[src/core/intc_regs.svh]
`ifndef INTC_REGS_SVH
`define INTC_REGS_SVH

// Register offsets (byte addresses, one 32-bit word each)
`define OFF_CTL 8'h00
`define OFF_PACE 8'h04
`define OFF_VECTOR 8'h08
`define OFF_SRC_EN 8'h0c
`define OFF_RX_SHUT 8'h10
`define OFF_TX_SHUT 8'h14
`define OFF_ERR 8'h18
`define OFF_ACK_BASE 8'h20
`define OFF_ACK_LAST 8'h5c
`define OFF_STAT_BASE 8'h80
`define OFF_STAT_LAST 8'hbc

// Control word field positions
`define CTL_COMBINED_INTERRUPT_ENABLE_BIT 0
`define CTL_MDIORST_BIT 1
`define CTL_MACRST_BIT 2

// Reset values
`define CTL_RESET 3'h0
`define PACE_RESET 17'h0_0000
`define SRC_EN_RESET 20'h0_0000

// Pace counter and teardown completion
`define PACE_W 17
`define TEARDOWN_CODE 32'hffff_fffc

// Peripheral clock is the system clock divided by this ratio
`define PERIPH_DIV 4

`endif

[src/core/intc_pkg.sv]
package intc_pkg;

  typedef struct packed {
    logic valid;
    logic [2:0] chan;
    logic [31:0] desc;
  } chan_event_t;

  typedef struct packed {
    logic valid;
    logic [2:0] chan;
  } chan_req_t;

  typedef struct packed {
    logic valid;
    logic [3:0] idx;
  } stat_inc_t;

  typedef struct packed {
    logic mdio_done;
    logic link_change;
    logic counter_ovf;
    logic host_err;
    logic [7:0] tx;
    logic [7:0] rx;
  } source_vector_t;

endpackage

[src/core/stat_counter_mem.sv]
`timescale 1ns/1ps
`default_nettype none
module stat_counter_mem (
  input wire logic clk_sys,
  input wire logic nrst,
  input wire intc_pkg::stat_inc_t stat_inc,
  input wire logic dec_valid,
  input wire logic [3:0] dec_index,
  input wire logic [31:0] dec_value,
  input wire logic [3:0] rd_index,
  output logic [31:0] rd_data,
  output logic [15:0] msb_flags
);
  import intc_pkg::*;

  logic [31:0] mem [16];

  wire same_word = stat_inc.valid && dec_valid && (stat_inc.idx == dec_index);
  wire [31:0] inc_word = mem[stat_inc.idx] + 32'h0000_0001;
  // A hardware count landing on the word being decremented is kept, not lost
  wire [31:0] dec_word = mem[dec_index] - dec_value + {31'h0, same_word};

  always_ff @(posedge clk_sys) begin
    if (!nrst) begin
      for (int i = 0; i < 16; i++) begin
        mem[i] <= 32'h0000_0000;
      end
      rd_data <= 32'h0000_0000;
    end else begin
      if (stat_inc.valid && !same_word) begin
        mem[stat_inc.idx] <= inc_word;
      end
      if (dec_valid) begin
        mem[dec_index] <= dec_word;
      end
      rd_data <= mem[rd_index];
    end
  end

  always_comb begin
    for (int i = 0; i < 16; i++) begin
      msb_flags[i] = mem[i][31];
    end
  end

endmodule
`default_nettype wire

[src/core/mac_interrupt_combiner_pacing.sv]
// Operation
// - Raise the MDIO-done source when a PHY register access finishes.
// - Raise the link-change source when a monitored PHY link state changes.
// - Raise host-error pending on a host-caused MAC error; status is readable.
// - Raise counter-overflow pending while any statistics counter has its MSB set.
// - One receive pending flag per each of eight receive channels.
// - One transmit pending flag per each of eight transmit channels.
// - One read of the source vector returns every enabled source flag together.
// - Clearing the combined enable drops the interrupt output at once.
// - Re-enabling with enabled sources pending drives the output high again.
// - Each disable-then-enable reloads and restarts the pace counter.
// - Pace zero rearms at once; nonzero waits that many peripheral cycles.
// - Pace counter decrements once per peripheral cycle, system clock over four.
// - Writing a statistics counter subtracts the written value from it.
// - Software requests channel teardown; the device winds that channel down.
// - After teardown finishes, the channel ack register reads the completion code.
// - After a host error halts the MAC, teardowns never complete.
// - Ack register shows last descriptor; writing it back acknowledges the channel.
// - The vector shows only sources whose individual enables are set.
// - The pace count is 17 bits and resets to zero, inactive.
`timescale 1ns/1ps
`default_nettype none
`include "intc_regs.svh"
module mac_interrupt_combiner_pacing (
  input wire logic clk_sys,
  input wire logic nrst,
  input wire logic [7:0] reg_addr,
  input wire logic [31:0] reg_wdata,
  input wire logic reg_wr,
  input wire logic reg_rd,
  output logic [31:0] reg_rdata,
  input wire logic mdio_access_done_event,
  input wire logic link_change_event,
  input wire logic host_error_event,
  input wire logic [31:0] mac_error_code,
  input wire intc_pkg::chan_event_t rx_desc_event,
  input wire intc_pkg::chan_event_t tx_desc_event,
  input wire intc_pkg::chan_req_t rx_shutdown_done,
  input wire intc_pkg::chan_req_t tx_shutdown_done,
  input wire intc_pkg::stat_inc_t stat_inc,
  output var intc_pkg::chan_req_t rx_shutdown_cmd,
  output var intc_pkg::chan_req_t tx_shutdown_cmd,
  output logic mac_reset,
  output logic mdio_reset,
  output logic mac_halted,
  output logic irq_out
);
  import intc_pkg::*;

  function automatic logic [3:0] word_index(input logic [7:0] addr, input logic [7:0] base);
    logic [7:0] diff;
    diff = addr - base;
    return diff[5:2];
  endfunction

  function automatic logic in_window(input logic [7:0] addr, input logic [7:0] lo,
                                     input logic [7:0] hi);
    return (addr >= lo) && (addr <= hi) && (addr[1:0] == 2'b00);
  endfunction

  // Control and configuration state
  logic int_enable;
  logic [`PACE_W-1:0] pace_count;
  logic [`PACE_W-1:0] pace_cnt;
  logic [1:0] presc;
  source_vector_t src_enable;
  logic mdio_done_flag;
  logic link_flag;
  logic host_err_flag;
  logic [31:0] err_status;
  logic [15:0] chan_pend;
  logic [31:0] chan_ack [16];
  logic [31:0] rdata_q;
  logic rd_stat_q;
  logic [31:0] stat_rdata;
  logic [15:0] stat_msb;

  // Address decode
  wire wr_ctl = reg_wr && (reg_addr == `OFF_CTL);
  wire wr_pace = reg_wr && (reg_addr == `OFF_PACE);
  wire wr_vector = reg_wr && (reg_addr == `OFF_VECTOR);
  wire wr_src_en = reg_wr && (reg_addr == `OFF_SRC_EN);
  wire wr_rx_shut = reg_wr && (reg_addr == `OFF_RX_SHUT);
  wire wr_tx_shut = reg_wr && (reg_addr == `OFF_TX_SHUT);
  wire ack_sel = in_window(reg_addr, `OFF_ACK_BASE, `OFF_ACK_LAST);
  wire stat_sel = in_window(reg_addr, `OFF_STAT_BASE, `OFF_STAT_LAST);
  wire [3:0] ack_index = word_index(reg_addr, `OFF_ACK_BASE);
  wire [3:0] stat_index = word_index(reg_addr, `OFF_STAT_BASE);

  // Raw sources before the individual enables
  source_vector_t raw_src;
  source_vector_t vector;
  assign raw_src.mdio_done = mdio_done_flag;
  assign raw_src.link_change = link_flag;
  assign raw_src.counter_ovf = |stat_msb;
  assign raw_src.host_err = host_err_flag;
  assign raw_src.tx = chan_pend[15:8];
  assign raw_src.rx = chan_pend[7:0];
  // A source masked at its own enable never shows in the vector
  assign vector = raw_src & src_enable;

  wire any_pending = |vector;
  wire en_rise = wr_ctl && reg_wdata[`CTL_COMBINED_INTERRUPT_ENABLE_BIT] && !int_enable;
  wire pace_tick = (presc == 2'(`PERIPH_DIV - 1));

  // Combinational so that a disable takes the line low in the cycle after the write
  assign irq_out = int_enable && (pace_cnt == '0) && any_pending;
  assign mac_halted = host_err_flag;

  // Control word; enable, MDIO reset and MAC reset
  always_ff @(posedge clk_sys) begin
    if (!nrst) begin
      {mac_reset, mdio_reset, int_enable} <= `CTL_RESET;
    end else if (wr_ctl) begin
      int_enable <= reg_wdata[`CTL_COMBINED_INTERRUPT_ENABLE_BIT];
      mdio_reset <= reg_wdata[`CTL_MDIORST_BIT];
      mac_reset <= reg_wdata[`CTL_MACRST_BIT];
    end
  end

  always_ff @(posedge clk_sys) begin
    if (!nrst) begin
      pace_count <= `PACE_RESET;
      src_enable <= `SRC_EN_RESET;
    end else begin
      if (wr_pace) begin
        pace_count <= reg_wdata[`PACE_W-1:0];
      end
      if (wr_src_en) begin
        src_enable <= reg_wdata[$bits(source_vector_t)-1:0];
      end
    end
  end

  // Pace counter: reloaded on each enable rise, then counts peripheral cycles
  always_ff @(posedge clk_sys) begin
    if (!nrst) begin
      pace_cnt <= '0;
      presc <= 2'h0;
    end else if (en_rise) begin
      pace_cnt <= pace_count;
      presc <= 2'h0;
    end else if (pace_cnt != '0) begin
      presc <= presc + 2'h1;
      if (pace_tick) begin
        pace_cnt <= pace_cnt - `PACE_W'(1);
      end
    end
  end

  // MDIO-done and link-change sources; a new event wins over a clear in the same cycle
  always_ff @(posedge clk_sys) begin
    if (!nrst || mdio_reset) begin
      mdio_done_flag <= 1'b0;
      link_flag <= 1'b0;
    end else begin
      mdio_done_flag <= mdio_access_done_event ||
                        (mdio_done_flag && !(wr_vector && reg_wdata[19]));
      link_flag <= link_change_event ||
                   (link_flag && !(wr_vector && reg_wdata[18]));
    end
  end

  // Host error halts the MAC until software resets it
  always_ff @(posedge clk_sys) begin
    if (!nrst || mac_reset) begin
      host_err_flag <= 1'b0;
      err_status <= 32'h0000_0000;
    end else if (host_error_event) begin
      host_err_flag <= 1'b1;
      err_status <= mac_error_code;
    end
  end

  // Per-channel pending flags and ack words; index 0-7 receive, 8-15 transmit
  logic [15:0] desc_hit;
  logic [15:0] done_hit;
  logic [15:0] ack_clear;
  logic [31:0] desc_word [16];
  generate
    for (genvar j = 0; j < 16; j++) begin : g_chan
      localparam logic [2:0] CH = 3'(j % 8);
      if (j < 8) begin : g_rx
        assign desc_hit[j] = rx_desc_event.valid && (rx_desc_event.chan == CH);
        // Teardown completions are dropped once the MAC has halted
        assign done_hit[j] = rx_shutdown_done.valid && (rx_shutdown_done.chan == CH)
                             && !host_err_flag;
        assign desc_word[j] = rx_desc_event.desc;
      end else begin : g_tx
        assign desc_hit[j] = tx_desc_event.valid && (tx_desc_event.chan == CH);
        assign done_hit[j] = tx_shutdown_done.valid && (tx_shutdown_done.chan == CH)
                             && !host_err_flag;
        assign desc_word[j] = tx_desc_event.desc;
      end
      // Write back of the shown value acknowledges the channel
      assign ack_clear[j] = reg_wr && ack_sel && (ack_index == 4'(j))
                            && (reg_wdata == chan_ack[j]);
    end
  endgenerate

  always_ff @(posedge clk_sys) begin
    if (!nrst || mac_reset) begin
      chan_pend <= 16'h0000;
      for (int i = 0; i < 16; i++) begin
        chan_ack[i] <= 32'h0000_0000;
      end
    end else begin
      for (int i = 0; i < 16; i++) begin
        chan_pend[i] <= desc_hit[i] || done_hit[i] ||
                        (chan_pend[i] && !ack_clear[i]);
        if (done_hit[i]) begin
          chan_ack[i] <= `TEARDOWN_CODE;
        end else if (desc_hit[i]) begin
          chan_ack[i] <= desc_word[i];
        end
      end
    end
  end

  // Teardown requests go to the DMA engines as one-cycle commands
  always_ff @(posedge clk_sys) begin
    if (!nrst) begin
      rx_shutdown_cmd <= '0;
      tx_shutdown_cmd <= '0;
    end else begin
      rx_shutdown_cmd.valid <= wr_rx_shut;
      rx_shutdown_cmd.chan <= reg_wdata[2:0];
      tx_shutdown_cmd.valid <= wr_tx_shut;
      tx_shutdown_cmd.chan <= reg_wdata[2:0];
    end
  end

  // Statistics counters
  stat_counter_mem u_stats (
    .clk_sys(clk_sys),
    .nrst(nrst),
    .stat_inc(stat_inc),
    .dec_valid(reg_wr && stat_sel),
    .dec_index(stat_index),
    .dec_value(reg_wdata),
    .rd_index(stat_index),
    .rd_data(stat_rdata),
    .msb_flags(stat_msb)
  );

  // Read side
  logic [31:0] next_rdata;
  always_comb begin
    next_rdata = 32'h0000_0000;
    if (ack_sel) begin
      next_rdata = chan_ack[ack_index];
    end else begin
      case (reg_addr)
        `OFF_CTL: next_rdata = {29'h0, mac_reset, mdio_reset, int_enable};
        `OFF_PACE: next_rdata = {15'h0, pace_count};
        `OFF_VECTOR: next_rdata = {12'h0, vector};
        `OFF_SRC_EN: next_rdata = {12'h0, src_enable};
        `OFF_ERR: next_rdata = err_status;
        default: next_rdata = 32'h0000_0000;
      endcase
    end
  end

  always_ff @(posedge clk_sys) begin
    if (!nrst) begin
      rdata_q <= 32'h0000_0000;
      rd_stat_q <= 1'b0;
    end else begin
      rd_stat_q <= reg_rd && stat_sel;
      rdata_q <= reg_rd ? next_rdata : 32'h0000_0000;
    end
  end

  assign reg_rdata = rd_stat_q ? stat_rdata : rdata_q;

endmodule
`default_nettype wire

[config.mk]
export PLATFORM = sky130hd
export DESIGN_NAME = mac_interrupt_combiner_pacing
export DESIGN_NICKNAME = d
export VERILOG_FILES = /design/src/core/intc_pkg.sv /design/src/core/stat_counter_mem.sv /design/src/core/mac_interrupt_combiner_pacing.sv
export VERILOG_INCLUDE_DIRS = /design/src /design/src/core
export SDC_FILE = /design/constraint.sdc
export NUM_CORES = 2
export LEC_CHECK = 0
export BUFFER_PORTS_ARGS = -buffer_cell sky130_fd_sc_hd__buf_2
export CAP_MARGIN = 10
export CORE_MARGIN = 4
export CORE_UTILIZATION = 35
export DETAILED_ROUTE_END_ITERATION = 8
export PLACE_DENSITY_LB_ADDON = 0.1
export SKIP_CTS_REPAIR_TIMING = 1
export SLEW_MARGIN = 10
export SYNTH_ARGS = -nofsm -noshare
export SYNTH_HDL_FRONTEND = slang
export SYNTH_SLANG_ARGS = --single-unit
[constraint.sdc]
create_clock -name clk_sys -period 8 [get_ports clk_sys]
set_clock_uncertainty 0.15 [all_clocks]
set_input_delay 0.4 -clock clk_sys [delete_from_list [all_inputs] [get_ports clk_sys]]
set_output_delay 0.4 -clock clk_sys [all_outputs]
set_load 0.02 [all_outputs]
==> results.json <==
{
  "utilization_pct": 40.3,
  "p_per_area_nw_per_um2": 222,
  "synthXorXnorAreaFrac_pct": 7.83,
  "fmax_ghz": 0.174,
  "synthAdderAreaFrac_pct": 1.24,
  "die-area_sq_um": 200000,
  "finalSetupTns_ns": 0,
  "endpoint_kind": "register",
  "rsz0062_at_grt": "false",
  "cts_root_buf": "clkbuf_16",
  "hold_viol_final": 0,
  "antenna_found_initial": 35,
  "n_fill_cell": 18180,
  "status": "completed",
  "cp_max_fo": 76,
  "place_congestion": 0.901,
  "tritoncts": "done",
  "fp-row-count": 160,
  "tightest_slew_ns": 1.29,
  "hp-class": "in -> reg",
  "ant_nets": 0,
  "grt_pass1_vias": 49725,
  "synth_compound_area_share_pct": 11.6,
  "ys_types": 87,
  "cp_num_buf_inv": 2,
  "drt_iter0_drc": 7223,
  "async_flop_share_pct": 0,
  "clock_latency_ns": 0.82,
  "yosysWarnings": 0,
  "slowest_stage": "xnor2_2",
  "synth_flop_cell": "edfxtp_1",
  "coreArea_sq_um": 191000,
  "chipWidth_um": 447,
  "grt_max_degree": 81,
  "nets": 5581,
  "synth_top_cell_area_share_pct": 45.6,
  "io_buffers": 207,
  "muxShareOfSynthArea_pct": 16.5,
  "final_cell_mix": "edfxtp_1, nor2_1, o22ai_1",
  "area_growth_pct": 13.9,
  "grt-ovfl-total": 0,
  "cts_inserted_buffers": 146,
  "power_mw": 17.1,
  "drv_slew": 0,
  "hold_path_startpoint": "tx_desc_event[35]",
  "drive_gt1_share_pct": 22.6,
  "ys_seq_elements": 1204,
  "cap_violations": 0,
  "start_util_pct": 35.4,
  "drc": 0,
  "syn_inst": 5254,
  "synth_top_family_by_area": "multiplexers",
  "cp-startpoint": "reg_addr[3]",
  "wirelength_mm": 324,
  "cp-start-kind": "input pin",
  "critPathArrivalTime_ns": 6.08,
  "crit_family": "compound AO/OA/AOI/OAI gates",
  "crit_type": "in -> reg",
  "path_clk_slew_ns": 0.06,
  "fp.dieH_um": 447,
  "max_stage_delay_ns": 0.94,
  "layout_commonest_cell": "edfxtp_1",
  "vias_per_cell": 6.44,
  "syn_area_per_cell_sq_um": 12.8,
  "p_leak_nw": 27.5,
  "crit_chain": "buf_8 > buf_4 > mux4_2 > mux4_2 > ha_1 > ha_1 > nand4_1 > a2111oi_0 > o211ai_1 > a21oi_1 > o22a_1 > a221oi_1 > xnor2_2 > o22ai_1",
  "max-vdd-ir-drop_uv": 132,
  "ios": 208,
  "track_usage_pct": 31.7,
  "cts.sinks": 1204,
  "period_share_pct": 71.8,
  "synth_edf_count": 1024,
  "rr_startpoint": "u_stats.mem[15][15]",
  "ys_seq_area_share_pct": 50.9,
  "wl_per_cell_um": 40.6,
  "yosys.area_share.simple_pct": 7.69,
  "htreeDepth": 4,
  "grt_pass1_wl_mm": 435,
  "mappedNetlistArea_sq_um": 67400,
  "dr.pass1.iters": 7,
  "syn-num-nets": 5484,
  "relSlewSlack_pct": 14.1,
  "synth_area_leaders": "edfxtp_1, mux4_2, dfxtp_1, o22ai_1, xor2_1",
  "yosysTopAreaCell": "edfxtp_1",
  "worstPathRequired_ns": 8.34,
  "r2r_slack_ns": 2.37,
  "setup_viol": 0,
  "place_hpwl_mm": 209,
  "period_needed_ns": 5.74,
  "dr_total_vias": 51529,
  "clk_path_buf_depth": 3
}
## area by class of cell
| cell class | instances | area, sq um | area share (%) |
|---|---|---|---|
| sequential | 1204 | 34400 | 44.7 |
| multi-input combinational | 3421 | 30800 | 40.1 |
| clock buffer | 197 | 4000 | 5.21 |
| timing repair buffer | 521 | 3720 | 4.85 |
| tap | 2511 | 3140 | 4.09 |
| clock inverter | 69 | 527 | 0.686 |
| inverter | 57 | 214 | 0.279 |
| antenna | 17 | 42.5 | 0.0554 |
## worst register-to-register path, delay by kind of cell (launching register included)
kind	cells	cell delay [ns]
compound gates	6	1.92
flops	1	0.41
fa+ha+maj	2	0.73
simple gates	1	0.16
mux	2	1.02
xor+xnor	1	0.94
## kinds of logic after synthesis
kind of cell,after synthesis
muxes,522
xor gates and xnor gates,590
AOI/OAI and AO/OA,1134
and+or+nand+nor,1109
DFF,1204
buffers and inverters,629
adders and majority gates,66
## per-layer routing
metal / vias to the layer above / track usage (%) / part of all wire [%] / wire [um]
met5: - / 0 / 0.051 / 167
met2: 3171 / 49.9 / 46 / 149000
met4: 18 / 16.6 / 6.4 / 20800
li1: 20577 / - / - / -
met1: 26996 / 41.1 / 39 / 126000
met3: 767 / 6.74 / 8.7 / 28100
## synth_stat cells, types with 9 or more instances
master and count:
buf_4 24, a21o_1 60, xor2_1 309, inv_1 57, mux4_1 41, and2_1 42, o22ai_1 493, a221oi_1 9
nor2b_1 15, dfxtp_1 180, ha_1 65, a22o_1 12, a21boi_0 13, buf_2 20, edfxtp_1 1024, buf_1 103
mux2i_1 34, a222oi_1 21, buf_6 15, nand2_1 207, and3_1 9, nand2b_1 12, a22oi_1 44, a21oi_1 86
or3_1 10, clkbuf_2 28, a211oi_1 12, o21ai_0 32, clkbuf_1 370, nand3_1 48, mux4_2 411, a31o_2 10
xnor2_1 270, o22ai_2 20, nand4_1 99, nor3_1 36, nor4_1 82, mux2_2 32, nor2_1 503, a31oi_1 13
buf_12 9, o21a_1 272
## final timing paths
kind                         to  depth (start not counted)
max reg2reg  u_stats.mem[6][30]                         12
min               chan_pend[13]                          3
max          u_stats.mem[6][30]                         14
min reg2reg      src_enable[10]                          2
## where the power goes
group	internal, mW	switching (mW)	total, mW
sequential	7.16	0.221	7.38
clock	3.68	2.88	6.56
combinational	1.06	2.06	3.12
## state kept, by name (all words and copies together) (netlist names)
| signal | flops |
|---|---|
| mdio_reset | 1 |
| link_flag | 1 |
| pace_count | 17 |
| u_stats.rd_data | 32 |
| int_enable | 1 |
| pace_cnt | 17 |
| tx_shutdown_cmd | 4 |
| src_enable | 20 |
| rx_shutdown_cmd | 1 |
| presc | 2 |
| mac_reset | 1 |
| rd_stat_q | 1 |
| u_stats.mem | 512 |
| chan_pend | 16 |
| rdata_q | 32 |
| mdio_done_flag | 1 |
| err_status | 32 |
| mac_halted | 1 |
| chan_ack | 512 |
## per-stage QoR
stage | area (sq um) | setup WS, ns | hold WS (ns) | cells
after floorplan | 67400 | 1.92 | 0.296 | 5254
after global placement | 71100 | 1.61 | 0.312 | 7609
after detailed placement | 71100 | 1.57 | 0.319 | 7609
after CTS | 75700 | 2.41 | -0.355 | 7875
after global routing | 76800 | 1.80 | 0.00295 | 7984
final | 76800 | 2.26 | 0.0178 | 7997
Power figures use the tool's default switching activity.
